$ cat config.mk
export PLATFORM = sky130hd
export DESIGN_NAME = logger_alarm_mission_control
export DESIGN_NICKNAME = d
export VERILOG_FILES = /design/src/logger_pkg.sv /design/src/logger_alarm_mission_control.sv
export SDC_FILE = /design/constraint.sdc
export NUM_CORES = 1
export LEC_CHECK = 0
export BUFFER_PORTS_ARGS = -buffer_cell sky130_fd_sc_hd__buf_2
export CAP_MARGIN = 20
export CORE_ASPECT_RATIO = 1.5
export CORE_MARGIN = 4
export CORE_UTILIZATION = 45
export CTS_BUF_LIST = sky130_fd_sc_hd__clkbuf_4 sky130_fd_sc_hd__clkbuf_8
export DETAILED_ROUTE_END_ITERATION = 8
export GPL_ROUTABILITY_DRIVEN = 0
export PLACE_DENSITY = 0.66
export SLEW_MARGIN = 20
export SYNTH_ARGS = -nofsm -noshare
export SYNTH_HDL_FRONTEND = slang
export SYNTH_SLANG_ARGS = --single-unit
$ cat constraint.sdc
create_clock -name CLOCK_I -period 2.95 [get_ports CLOCK_I]
set_input_delay 0.59 -clock CLOCK_I [delete_from_list [all_inputs] [get_ports CLOCK_I]]
set_output_delay 0.59 -clock CLOCK_I [all_outputs]
set_load 0.02 [all_outputs]
$ cat src/logger_pkg.sv
// constants for the logger alarm and mission control block
package logger_pkg;
    localparam int ADDR_W = 10;
    localparam int DATA_W = 8;

    // register offsets
    localparam logic [9:0] OFS_TEMP_LOW_THR = 10'h208;
    localparam logic [9:0] OFS_TEMP_HIGH_THR = 10'h209;
    localparam logic [9:0] OFS_HUM_LOW_THR = 10'h20A;
    localparam logic [9:0] OFS_HUM_HIGH_THR = 10'h20B;
    localparam logic [9:0] OFS_HUM_RESULT_LOW = 10'h20E;
    localparam logic [9:0] OFS_HUM_RESULT_HIGH = 10'h20F;
    localparam logic [9:0] OFS_TEMP_ALARM_EN = 10'h210;
    localparam logic [9:0] OFS_HUM_ALARM_EN = 10'h211;
    localparam logic [9:0] OFS_CLOCK_CONTROL = 10'h212;
    localparam logic [9:0] OFS_MISSION_CONFIG = 10'h213;
    localparam logic [9:0] OFS_ALARM_STATUS = 10'h214;

    // alarm enable register fields
    localparam int EN_LOW_BIT = 0;
    localparam int EN_HIGH_BIT = 1;
    localparam logic [7:0] EN_WRITE_MASK = 8'h03;
    localparam logic [7:0] TEMP_EN_FIXED = 8'h00;
    localparam logic [7:0] HUM_EN_FIXED = 8'hFC;

    // clock control fields
    localparam int CLK_OSC_BIT = 0;
    localparam int CLK_SECONDS_BIT = 1;
    localparam logic [7:0] CLK_WRITE_MASK = 8'h03;
    localparam logic [7:0] CLK_FIXED = 8'h00;

    // mission configuration fields
    localparam int CFG_TEMP_LOG_BIT = 0;
    localparam int CFG_HUM_LOG_BIT = 1;
    localparam int CFG_TEMP_WIDE_BIT = 2;
    localparam int CFG_HUM_WIDE_BIT = 3;
    localparam int CFG_WRAP_BIT = 4;
    localparam int CFG_START_ALARM_BIT = 5;
    localparam logic [7:0] CFG_WRITE_MASK = 8'h3F;
    localparam logic [7:0] CFG_FIXED = 8'hC0;

    // alarm status flag positions
    localparam int FLAG_TEMP_LOW = 0;
    localparam int FLAG_TEMP_HIGH = 1;
    localparam int FLAG_HUM_LOW = 2;
    localparam int FLAG_HUM_HIGH = 3;
    localparam logic [7:0] ALARM_FIXED = 8'h70;

    // reset values
    localparam logic [7:0] THR_RESET = 8'h00;
    localparam logic [7:0] CTL_RESET = 8'h00;
    localparam logic [15:0] HUM_RESULT_RESET = 16'h0000;
    localparam logic [3:0] FLAGS_RESET = 4'h0;
endpackage

$ cat src/logger_alarm_mission_control.sv
// alarm thresholds, control registers, alarm flags and mission sequencing of the logger
`timescale 1ns/1ps
`default_nettype none

// Function
// during a humidity mission always log the humidity upper byte (sensor bits 11..4)
// log the humidity lower byte only when wide humidity format is selected
// humidity wide format bit in mission configuration picks 8 or 16 bit logging
// humidity low and high threshold bytes sit at two fixed addresses
// humidity alarms compare only the upper byte of the reading
// humidity thresholds apply to the raw uncorrected reading
// two temperature threshold bytes; temperature flags shown in alarm status register
// temperature enables in bits 1 and 0; upper six bits read 0
// humidity enables in bits 1 and 0; upper six bits read 1
// while a mission runs, control and configuration registers are read only
// enabled temperature high alarm sets flag on conversion at or above threshold
// enabled temperature low alarm sets flag on conversion at or below threshold
// enabled humidity high alarm sets flag on reading at or above threshold
// enabled humidity low alarm sets flag on reading at or below threshold
// clock control bit 1 picks seconds (1) or minutes (0); bits 2..7 read 0
// clock control bit 0 runs the oscillator; 0 stops it for retention
// forced conversion or mission start sets the oscillator enable
// start on temperature alarm waits converting, logs only after an alarm
// the triggering sample is logged but does not count as a sample
// start on temperature alarm only works with temperature logging enabled
// wrap enable overwrites at full; otherwise logging stops at full
// temperature alarms compare only the upper byte of the conversion
// at full without wrap, stop conversions and logging; mission stays active
// clear memory command clears all alarm flags together
// alarm flags are sticky; comparisons are unsigned bytes
module logger_alarm_mission_control (
    input wire logic CLOCK_I,
    input wire logic RSTN_I,
    input wire logic [9:0] REG_ADDR_I,
    input wire logic [7:0] REG_WDATA_I,
    input wire logic REG_WR_I,
    input wire logic REG_RD_I,
    output logic [7:0] REG_RDATA_O,
    input wire logic START_MISSION_I,
    input wire logic STOP_MISSION_I,
    input wire logic FORCED_CONV_I,
    input wire logic CLEAR_MEMORY_I,
    input wire logic SAMPLE_TICK_I,
    input wire logic TEMP_VALID_I,
    input wire logic [15:0] TEMP_RESULT_I,
    input wire logic HUM_VALID_I,
    input wire logic [15:0] HUM_RESULT_I,
    input wire logic LOG_FULL_I,
    output logic CONV_REQ_O,
    output logic CONV_TEMP_ONLY_O,
    output logic LOG_WR_O,
    output logic LOG_HUM_O,
    output logic [7:0] LOG_DATA_O,
    output logic SAMPLE_INC_O,
    output logic MISSION_ACTIVE_O,
    output logic WAITING_ALARM_O,
    output logic LOG_HALTED_O,
    output logic OSC_ENABLE_O,
    output logic SECONDS_UNIT_O,
    output logic [3:0] ALARM_FLAGS_O
);
    typedef enum logic [1:0] {LOG_IDLE, LOG_TEMP_LOW, LOG_HUM_LOW} log_state_type;

    logic [7:0] temp_low_thr_q, temp_low_thr_d;
    logic [7:0] temp_high_thr_q, temp_high_thr_d;
    logic [7:0] hum_low_thr_q, hum_low_thr_d;
    logic [7:0] hum_high_thr_q, hum_high_thr_d;
    logic [15:0] hum_result_q, hum_result_d;
    logic [1:0] temp_en_q, temp_en_d;
    logic [1:0] hum_en_q, hum_en_d;
    logic [1:0] clk_ctl_q, clk_ctl_d;
    logic [5:0] cfg_q, cfg_d;
    logic [3:0] flags_q, flags_d;
    logic active_q, active_d;
    logic waiting_q, waiting_d;
    logic halted_q, halted_d;
    logic conv_req_q, conv_req_d;
    logic inc_q, inc_d;
    log_state_type log_state_q, log_state_d;
    logic log_wr_q, log_wr_d;
    logic log_hum_q, log_hum_d;
    logic [7:0] log_data_q, log_data_d;
    logic [7:0] pend_q, pend_d;
    logic [7:0] rdata_q, rdata_d;

    logic [7:0] temp_msb;
    logic [7:0] hum_msb;
    logic temp_hi_hit, temp_lo_hit, hum_hi_hit, hum_lo_hit;
    logic start_ok;
    logic cfg_write_ok;
    logic temp_trigger;
    logic temp_fire;
    logic hum_fire;

    // shared compare and qualify terms
    assign temp_msb = TEMP_RESULT_I[15:8];
    assign hum_msb = HUM_RESULT_I[15:8];
    assign temp_hi_hit = temp_msb >= temp_high_thr_q;
    assign temp_lo_hit = temp_msb <= temp_low_thr_q;
    assign hum_hi_hit = hum_msb >= hum_high_thr_q;
    assign hum_lo_hit = hum_msb <= hum_low_thr_q;
    assign start_ok = START_MISSION_I && !active_q
        && (cfg_q[logger_pkg::CFG_TEMP_LOG_BIT] || cfg_q[logger_pkg::CFG_HUM_LOG_BIT]);
    assign cfg_write_ok = REG_WR_I && !active_q;
    assign temp_trigger = active_q && waiting_q && TEMP_VALID_I
        && (temp_hi_hit || temp_lo_hit);
    assign temp_fire = active_q && !halted_q && TEMP_VALID_I && log_state_q == LOG_IDLE
        && cfg_q[logger_pkg::CFG_TEMP_LOG_BIT] && (!waiting_q || temp_trigger);
    assign hum_fire = active_q && !halted_q && !waiting_q && HUM_VALID_I && !TEMP_VALID_I
        && log_state_q == LOG_IDLE && cfg_q[logger_pkg::CFG_HUM_LOG_BIT];

    // register file next values
    always_comb begin
        temp_low_thr_d = temp_low_thr_q;
        temp_high_thr_d = temp_high_thr_q;
        hum_low_thr_d = hum_low_thr_q;
        hum_high_thr_d = hum_high_thr_q;
        temp_en_d = temp_en_q;
        hum_en_d = hum_en_q;
        clk_ctl_d = clk_ctl_q;
        cfg_d = cfg_q;
        hum_result_d = HUM_VALID_I ? HUM_RESULT_I : hum_result_q;
        if (REG_WR_I) begin
            case (REG_ADDR_I)
                logger_pkg::OFS_TEMP_LOW_THR: temp_low_thr_d = REG_WDATA_I;
                logger_pkg::OFS_TEMP_HIGH_THR: temp_high_thr_d = REG_WDATA_I;
                logger_pkg::OFS_HUM_LOW_THR: hum_low_thr_d = REG_WDATA_I;
                logger_pkg::OFS_HUM_HIGH_THR: hum_high_thr_d = REG_WDATA_I;
                default: ;
            endcase
        end
        if (cfg_write_ok) begin
            case (REG_ADDR_I)
                logger_pkg::OFS_TEMP_ALARM_EN: temp_en_d = REG_WDATA_I[1:0];
                logger_pkg::OFS_HUM_ALARM_EN: hum_en_d = REG_WDATA_I[1:0];
                logger_pkg::OFS_CLOCK_CONTROL: clk_ctl_d = REG_WDATA_I[1:0];
                logger_pkg::OFS_MISSION_CONFIG: cfg_d = REG_WDATA_I[5:0];
                default: ;
            endcase
        end
        if (FORCED_CONV_I || start_ok) begin
            clk_ctl_d[logger_pkg::CLK_OSC_BIT] = 1'b1;
        end
    end

    // register file storage
    always_ff @(posedge CLOCK_I or negedge RSTN_I) begin
        if (!RSTN_I) begin
            temp_low_thr_q <= logger_pkg::THR_RESET;
            temp_high_thr_q <= logger_pkg::THR_RESET;
            hum_low_thr_q <= logger_pkg::THR_RESET;
            hum_high_thr_q <= logger_pkg::THR_RESET;
            hum_result_q <= logger_pkg::HUM_RESULT_RESET;
            temp_en_q <= logger_pkg::CTL_RESET[1:0];
            hum_en_q <= logger_pkg::CTL_RESET[1:0];
            clk_ctl_q <= logger_pkg::CTL_RESET[1:0];
            cfg_q <= logger_pkg::CTL_RESET[5:0];
        end else begin
            temp_low_thr_q <= temp_low_thr_d;
            temp_high_thr_q <= temp_high_thr_d;
            hum_low_thr_q <= hum_low_thr_d;
            hum_high_thr_q <= hum_high_thr_d;
            hum_result_q <= hum_result_d;
            temp_en_q <= temp_en_d;
            hum_en_q <= hum_en_d;
            clk_ctl_q <= clk_ctl_d;
            cfg_q <= cfg_d;
        end
    end

    // mission state and alarm flags next values
    always_comb begin
        active_d = active_q;
        waiting_d = waiting_q;
        halted_d = halted_q;
        flags_d = flags_q;
        conv_req_d = 1'b0;
        inc_d = 1'b0;
        if (CLEAR_MEMORY_I) begin
            flags_d = logger_pkg::FLAGS_RESET;
        end
        if (active_q && TEMP_VALID_I) begin
            if (temp_en_q[logger_pkg::EN_HIGH_BIT] && temp_hi_hit) begin
                flags_d[logger_pkg::FLAG_TEMP_HIGH] = 1'b1;
            end
            if (temp_en_q[logger_pkg::EN_LOW_BIT] && temp_lo_hit) begin
                flags_d[logger_pkg::FLAG_TEMP_LOW] = 1'b1;
            end
        end
        if (active_q && HUM_VALID_I && !waiting_q) begin
            if (hum_en_q[logger_pkg::EN_HIGH_BIT] && hum_hi_hit) begin
                flags_d[logger_pkg::FLAG_HUM_HIGH] = 1'b1;
            end
            if (hum_en_q[logger_pkg::EN_LOW_BIT] && hum_lo_hit) begin
                flags_d[logger_pkg::FLAG_HUM_LOW] = 1'b1;
            end
        end
        if (temp_trigger) begin
            waiting_d = 1'b0;
        end
        if (active_q && LOG_FULL_I && !cfg_q[logger_pkg::CFG_WRAP_BIT]) begin
            halted_d = 1'b1;
        end
        if (active_q && !halted_q && SAMPLE_TICK_I) begin
            conv_req_d = 1'b1;
        end
        // one count per sample, not per record; the triggering sample is not counted
        if (temp_fire && !temp_trigger) begin
            inc_d = 1'b1;
        end else if (hum_fire && !cfg_q[logger_pkg::CFG_TEMP_LOG_BIT]) begin
            inc_d = 1'b1;
        end
        if (start_ok) begin
            active_d = 1'b1;
            halted_d = 1'b0;
            waiting_d = cfg_q[logger_pkg::CFG_START_ALARM_BIT]
                && cfg_q[logger_pkg::CFG_TEMP_LOG_BIT];
        end else if (STOP_MISSION_I) begin
            active_d = 1'b0;
        end
    end

    // mission state and alarm flags storage
    always_ff @(posedge CLOCK_I or negedge RSTN_I) begin
        if (!RSTN_I) begin
            active_q <= 1'b0;
            waiting_q <= 1'b0;
            halted_q <= 1'b0;
            flags_q <= logger_pkg::FLAGS_RESET;
            conv_req_q <= 1'b0;
            inc_q <= 1'b0;
        end else begin
            active_q <= active_d;
            waiting_q <= waiting_d;
            halted_q <= halted_d;
            flags_q <= flags_d;
            conv_req_q <= conv_req_d;
            inc_q <= inc_d;
        end
    end

    // log byte sequencer: upper byte first, lower byte next cycle if wide, except for the temperature alarm trigger sample
    always_comb begin
        log_state_d = LOG_IDLE;
        log_wr_d = 1'b0;
        log_hum_d = log_hum_q;
        log_data_d = log_data_q;
        pend_d = pend_q;
        case (log_state_q)
            LOG_IDLE: begin
                if (temp_fire) begin
                    log_wr_d = 1'b1;
                    log_hum_d = 1'b0;
                    log_data_d = TEMP_RESULT_I[15:8];
                    pend_d = TEMP_RESULT_I[7:0];
                    if (cfg_q[logger_pkg::CFG_TEMP_WIDE_BIT] && !waiting_q) begin
                        log_state_d = LOG_TEMP_LOW;
                    end
                end else if (hum_fire) begin
                    log_wr_d = 1'b1;
                    log_hum_d = 1'b1;
                    log_data_d = HUM_RESULT_I[15:8];
                    pend_d = HUM_RESULT_I[7:0];
                    if (cfg_q[logger_pkg::CFG_HUM_WIDE_BIT]) begin
                        log_state_d = LOG_HUM_LOW;
                    end
                end
            end
            LOG_TEMP_LOW, LOG_HUM_LOW: begin
                log_wr_d = 1'b1;
                log_data_d = pend_q;
            end
            default: log_state_d = LOG_IDLE;
        endcase
    end

    // log sequencer storage
    always_ff @(posedge CLOCK_I or negedge RSTN_I) begin
        if (!RSTN_I) begin
            log_state_q <= LOG_IDLE;
            log_wr_q <= 1'b0;
            log_hum_q <= 1'b0;
            log_data_q <= 8'h00;
            pend_q <= 8'h00;
        end else begin
            log_state_q <= log_state_d;
            log_wr_q <= log_wr_d;
            log_hum_q <= log_hum_d;
            log_data_q <= log_data_d;
            pend_q <= pend_d;
        end
    end

    // read data mux, registered, held between reads
    always_comb begin
        rdata_d = rdata_q;
        if (REG_RD_I) begin
            case (REG_ADDR_I)
                logger_pkg::OFS_TEMP_LOW_THR: rdata_d = temp_low_thr_q;
                logger_pkg::OFS_TEMP_HIGH_THR: rdata_d = temp_high_thr_q;
                logger_pkg::OFS_HUM_LOW_THR: rdata_d = hum_low_thr_q;
                logger_pkg::OFS_HUM_HIGH_THR: rdata_d = hum_high_thr_q;
                logger_pkg::OFS_HUM_RESULT_LOW: rdata_d = hum_result_q[7:0];
                logger_pkg::OFS_HUM_RESULT_HIGH: rdata_d = hum_result_q[15:8];
                logger_pkg::OFS_TEMP_ALARM_EN: rdata_d = logger_pkg::TEMP_EN_FIXED
                    | ({6'h00, temp_en_q} & logger_pkg::EN_WRITE_MASK);
                logger_pkg::OFS_HUM_ALARM_EN: rdata_d = logger_pkg::HUM_EN_FIXED
                    | ({6'h00, hum_en_q} & logger_pkg::EN_WRITE_MASK);
                logger_pkg::OFS_CLOCK_CONTROL: rdata_d = logger_pkg::CLK_FIXED
                    | ({6'h00, clk_ctl_q} & logger_pkg::CLK_WRITE_MASK);
                logger_pkg::OFS_MISSION_CONFIG: rdata_d = logger_pkg::CFG_FIXED
                    | ({2'h0, cfg_q} & logger_pkg::CFG_WRITE_MASK);
                logger_pkg::OFS_ALARM_STATUS: rdata_d = logger_pkg::ALARM_FIXED
                    | {4'h0, flags_q};
                default: rdata_d = 8'h00;
            endcase
        end
    end

    // read data storage
    always_ff @(posedge CLOCK_I or negedge RSTN_I) begin
        if (!RSTN_I) begin
            rdata_q <= 8'h00;
        end else begin
            rdata_q <= rdata_d;
        end
    end

    // outputs straight from flops
    assign REG_RDATA_O = rdata_q;
    assign CONV_REQ_O = conv_req_q;
    assign CONV_TEMP_ONLY_O = waiting_q;
    assign LOG_WR_O = log_wr_q;
    assign LOG_HUM_O = log_hum_q;
    assign LOG_DATA_O = log_data_q;
    assign SAMPLE_INC_O = inc_q;
    assign MISSION_ACTIVE_O = active_q;
    assign WAITING_ALARM_O = waiting_q;
    assign LOG_HALTED_O = halted_q;
    assign OSC_ENABLE_O = clk_ctl_q[logger_pkg::CLK_OSC_BIT];
    assign SECONDS_UNIT_O = clk_ctl_q[logger_pkg::CLK_SECONDS_BIT];
    assign ALARM_FLAGS_O = flags_q;
endmodule

`default_nettype wire

# After elaboration in Yosys (flattened, before gate mapping)
# Index checks and enable logic that the tools add are counted.
# W data, S select, Z words.
# word_totals
regBits	97
in_bits	62
output_inout_bits	30
elab_cells	136
# op_classes
order_cmp	4
eq_ne	14
mux	35
n_reduce_logical	61
# ops
op	count
$eq A10 B10 Y1 const B	11
$pmux W8 S11	1
$mux W8	4
$logic_and A1 B1 Y1	30
$reduce_and A2 Y1	11
$mux W1	21
$ge A8 B8 Y1	2
$le A8 B8 Y1	2
$pmux W8 S2	1
$reduce_bool A2 Y1	7
$mux W2	6
$logic_not A1 Y1	7
$logic_or A1 B1 Y1	4
$mux W4	1
$ne A3 B3 Y1 const B	1
$eq A2 B1 Y1 const B	1
$eq A2 B2 Y1 const B	1
$logic_not A2 Y1	1
$pmux W1 S2	1
$reduce_or A2 Y1	1

# Depth between registers and ports, before layout
# logic_depth
ltp_word	10
depth_mapped	9
ltp_nobuf	8

# Worst setup path before layout
# Ideal clock, no wire load.
# synth_timing
path_kind	input-to-reg
start	input TEMP_RESULT_I[13]
end	register pend_q[0]
setup_ns	0.126
arrival_time_ns	2.133
required_ns	2.824
setup_slack_ns	0.691
stages	8
path_buffers	1
path_cell_list	ha_1 a211oi_1 o21ai_0 a21oi_1 and3_1 buf_2 nor2_2 a221o_1
# synth_between
elab_chain_len	7
word_cells_on_any_way	9
cone_classes	order compare (2); mux (1); reduce/logical (6)
# synth_lines
item	line_no	source
start: declaration	logger_alarm_mission_control.sv:45	input wire logic [15:0] TEMP_RESULT_I,
$ge A8 B8 Y1 / $le A8 B8 Y1 (equally long branches)	logger_alarm_mission_control.sv:98, logger_alarm_mission_control.sv:99	
$logic_or A1 B1 Y1 *	logger_alarm_mission_control.sv:106	&& (temp_hi_hit || temp_lo_hit);
$logic_and A1 B1 Y1 *	logger_alarm_mission_control.sv:106	
$logic_or A1 B1 Y1 *	logger_alarm_mission_control.sv:108	&& cfg_q[logger_pkg::CFG_TEMP_LOG_BIT] && (!waiting_q || temp_trigger);
$logic_and A1 B1 Y1 *	logger_alarm_mission_control.sv:108	
$reduce_bool A2 Y1 (no line)	--	
$reduce_and A2 Y1 (no line)	--	
end signal: assignment	logger_alarm_mission_control.sv:290	pend_q <= pend_d;
end: declaration	logger_alarm_mission_control.sv:83	logic [7:0] pend_q, pend_d;
# Mark *: on every way between the ends. The rest lies on a longest branch, timed or not.
# A chain may end at the register's enable or synchronous reset.

# Worst setup path after layout
# layout_timing
start	register temp_low_thr_q[5]
end	register log_data_q[4] (netlist: LOG_DATA_O[4])
# layout_between
elab_chain_len	7
word_cells_on_any_way	9
cone_classes	order compare (1); eq/ne (1); mux (2); reduce/logical (5)
# layout_lines
item	line_no	source
start: declaration	logger_alarm_mission_control.sv:64	logic [7:0] temp_low_thr_q, temp_low_thr_d;
start signal: assignment	logger_alarm_mission_control.sv:149	temp_low_thr_q <= logger_pkg::THR_RESET;
start signal: assignment	logger_alarm_mission_control.sv:159	temp_low_thr_q <= temp_low_thr_d;
$le A8 B8 Y1 *	logger_alarm_mission_control.sv:99	assign temp_lo_hit = temp_msb <= temp_low_thr_q;
$logic_or A1 B1 Y1 *	logger_alarm_mission_control.sv:106	
$logic_and A1 B1 Y1 *	logger_alarm_mission_control.sv:106	
$logic_or A1 B1 Y1 *	logger_alarm_mission_control.sv:108	
$logic_and A1 B1 Y1 *	logger_alarm_mission_control.sv:108	
$mux W8 / $ne A3 B3 Y1 (equally long branches)	--	
$pmux W8 S2 / $reduce_and A2 Y1 (equally long branches)	--	
end signal: assignment	logger_alarm_mission_control.sv:289	log_data_q <= log_data_d;
end: declaration	logger_alarm_mission_control.sv:82	logic [7:0] log_data_q, log_data_d;
# Marks and branches as above.

==> run summary <==
No sink is reached through more buffers than the 2 on the longest clock path. STA classifies the critical path startpoint as a register. In the final routed layout, each cell accounts on average for 21.86 um.

The final critical path takes up 84.86% of the cycle. The tools report the core outline area as 12,020 um^2. The most used flip-flop cell after synthesis is dfrtp_1. Combinational logic is responsible for 12.3% of the overall power. In this run the power density over the cells is 413.8 nW/um^2. The critical path is of the reg2reg type. For the estimated wirelength of the detail-placed design, the log shows 13.20 mm. For this run, the number of Yosys warnings is 0. The H-tree generated during clock tree synthesis spans 3 levels.

The power after layout came out at 2.662 mW. For this design the total switching power over the nets is 0.7447 mW. TritonCTS built the clock tree. Setup repair after global routing left no endpoint under its margin. The worst reg-to-reg setup slack was 0.45 ns; the count of buffers added by post-CTS timing repair for setup was 0.

The number of fill cells is 1,120, and the worst reg-to-reg path cell count is 9. Per report_power, the sequential group accounts for 53.0% of the total. The final layout contains 714 nets. The post-synthesis area per instance was 10.63 um^2; the post-layout utilization of the core was 53.53%. Global routing consumed, over all layers together, 24.58% of the routing resources.

The number of vias after detailed routing is 4,621, and the number of enable-type register cells in the synthesized netlist is 0. Total inserted antenna cells: 0. The run gives 0 as the leftover overflow at the end of global routing. Headroom to the max-slew limit came out at 47.49%.

After detailed routing, the number of remaining DRC violations is 0. The tools report the TritonCTS sink count as 97. The total wirelength of the detailed-routed design is 16.97 mm. The number of hold violations in the final report was 0; the clock buffer count from CTS was 9. For this run, the detailed router's first-pass iteration total came to 5. Clock skew on the completed layout was measured at 0.01530 ns. The die is 144.0 um tall. The tools report the data arrival time of the critical path as 2.78 ns.

Fraction of layout instances using a drive strength above 1: 31.78%. The tree is rooted in a clkbuf_8. The run gives 618 as the net count of the mapped netlist. Relative to the synthesized area, the layout overhead comes to 15.97%. The total setup violations reported at the end of the flow was 0.

The critical path starts at temp_low_thr_q[5]$_DFFE_PN0P_. The worst-margin pin slew came out at 0.7876 ns. The later-pin clock latency in the skew report was 0.39 ns. Data required time of the critical path: 3.23 ns.

The final antenna-violating net count came out at 0. The count of final max-slew check failures was 0; the switching portion of total power was 27.98%. The worst setup path is captured at a register. The maximum number of pins on one net before global-route repair was 98; the clock network fraction of total power was 34.7%. Gates resized during post-CTS repair numbered 0. The width of the chip was 98.65 um. For the reported leakage power, the log shows 3.004 nW. Capture instance of the worst register-to-register path: LOG_DATA_O[4]$_DFFE_PN0P_. The cell area that synthesis handed to floorplanning was 5547 um^2.

The tools report the reg-to-reg critical path startpoint as temp_low_thr_q[5]$_DFFE_PN0P_. The count of unique library cells instantiated by Yosys was 67. The flow ran to the end, and the final reports show no timing, DRC or antenna violations.

After technology mapping, the gate count stands at 522. The post-synthesis cell type with the largest combined area was dfrtp_1. The fmax was 0.3995 GHz. Of the synthesized area, sequential elements account for 43.76%.

The number of synthesized register bits is 97, and the DRC marker count from the first detailed-route iteration is 330. After synthesis, the share of flip-flops with an asynchronous set or reset is 100.0%. Class of the tightest hold or removal check: in2async. The logs give 92 for the number of placed I/O pins and 26.81 mm for the wire length of the first global-routing pass. The overall die area came out at 14,200 um^2. The clock transition at the registers of the reported paths was 0.10 ns; the count of buffers from port buffering was 91. The peak supply drop came out at 0.0001804 V. The starting utilization of the core area came out at 46.16%. The number of antenna violations at the first check in global routing is 0. The number of global-route vias before repair was 4,802; the share of Yosys cell area claimed by the top area cell type was 43.76%. Dividing the detail-routed via count by the number of cells gives 5.955. The worst-path maximum fanout works out to 9. After synthesis, the cell types taking the most area are dfrtp_1, mux2_2, ha_1. The internal portion of the total power is 1.917 mW.

In this run the core area contains 49 standard-cell rows. For this design, the CTS-stage hold fixing added 0 buffers. The tools report the total of max-cap violations as 0.

For the final routed database, the setup TNS stands at 0 ns. Minimum period implied by the final worst setup slack: 2.503 ns.
## worst max-delay path: stages (launching register included)
cell	delay, ns
dfrtp_1	0.40
inv_1	0.09
ha_1	0.29
a211oi_1	0.24
nor2_1	0.09
o31a_1	0.27
and3_1	0.28
o41ai_1	0.49
buf_4	0.20
o2bb2ai_1	0.07
## sequential cells by signal, summed over array words and instances, names as in the netlist
register and flops:
ALARM_FLAGS_O 4, CONV_REQ_O 1, CONV_TEMP_ONLY_O 1, LOG_DATA_O 8
LOG_HALTED_O 1, LOG_HUM_O 1, LOG_WR_O 1, MISSION_ACTIVE_O 1
REG_RDATA_O 8, SAMPLE_INC_O 1, cfg_q 6, clk_ctl_q 2
hum_en_q 2, hum_high_thr_q 8, hum_low_thr_q 8, hum_result_q 16
log_state_q 2, pend_q 8, temp_en_q 2, temp_high_thr_q 8
temp_low_thr_q 8
## worst max-delay path by stage
| stage | endpoint | cells after the start | slack [ns] |
|---|---|---|---|
| 4_1_cts | LOG_DATA_O[4]$_DFFE_PN0P_ | 9 | 0.45 |
| 5_1_grt | pend_q[5]$_DFFE_PN0P_ | 8 | 0.24 |
| 3_5_place_dp | LOG_DATA_O[4]$_DFFE_PN0P_ | 9 | 0.18 |
| 2_1_floorplan | pend_q[0]$_DFFE_PN0P_ | 8 | 0.69 |
| 6_report | LOG_DATA_O[4]$_DFFE_PN0P_ | 9 | 0.45 |
| 3_3_place_gp | LOG_DATA_O[4]$_DFFE_PN0P_ | 9 | 0.20 |
## through the flow
stage / cells / setup slack (ns) / hold slack [ns] / cell area [um^2]
detailed placement: 760 / 0.1806 / 0.4661 / 6230
CTS: 776 / 0.4489 / 0.2788 / 6432
floorplan: 522 / 0.6908 / 0.2944 / 5547
finish: 776 / 0.4466 / 0.2398 / 6432
global placement: 760 / 0.1976 / 0.4635 / 6230
global route: 776 / 0.2357 / 0.2962 / 6432
## power by group through the flow
stage,Sequential (mW),Combinational [mW],Clock (mW)
finish,1.41,0.327,0.924
global route,1.42,0.363,0.983
CTS,1.41,0.327,0.927
detailed placement,1.44,0.325,0
global placement,1.44,0.316,0
floorplan,1.44,0.149,0
## cells in the mapped netlist (4+ instances only)
master     number
a221o_1         8
mux2_4          6
nand2b_1       14
mux2_2         53
a31oi_1         6
o41ai_1         8
a211oi_1        7
clkbuf_1       15
inv_1          39
nand2_1        22
buf_2           4
nand4_1         5
and3_1          4
a22oi_1         4
a21oi_1        27
dfrtp_1        97
nor2b_1         7
nand3b_1        4
o21ai_0        19
and2_1         12
ha_1           34
nor2_1         39
nand3_1         9
nor3_1          7
a32o_1          4
o2bb2ai_1      10
## placed cells by master (no fill, tap or decap), types with 4 or more instances in the layout
cell type / n
dfrtp_1: 97
buf_2: 90
mux2_2: 53
inv_1: 39
nor2_1: 39
ha_1: 34
a21oi_1: 27
nand2_1: 22
o21ai_0: 19
buf_4: 17
nand2b_1: 14
and2_1: 12
o2bb2ai_1: 10
clkbuf_8: 10
nand3_1: 9
o41ai_1: 8
a221o_1: 8
nor2b_1: 7
nor3_1: 7
a211oi_1: 7
mux2_4: 6
a31oi_1: 6
nand4_1: 5
a32o_1: 4
nand3b_1: 4
and3_1: 4
a22oi_1: 4
## layer usage
layer	vias up	track usage (%)	part of all wire [%]
met2	210	43.03	51
met5	-	0	0
met4	0	13.24	4.8
met3	57	3.620	5.5
met1	2251	29.07	39
li1	2103	-	-
## area by class of cell
| class | instances | area, um^2 | share of cell area, % |
|---|---|---|---|
| multi-input combinational | 363 | 2867 | 44.56 |
| sequential | 97 | 2427 | 37.74 |
| timing repair buffer | 108 | 598.1 | 9.298 |
| tap | 153 | 191.4 | 2.976 |
| inverter | 39 | 146.4 | 2.276 |
| clock buffer | 10 | 137.6 | 2.140 |
| clock inverter | 6 | 65.06 | 1.011 |
## cell families after synthesis
family	Yosys count	synth area share (%)
buf+inv	62	4.557
compound gates	121	15.68
simple gates	143	14.37
mux	65	13.96
flops	97	43.76
fa+ha+maj	34	7.670
Power figures use the tool's default switching activity.
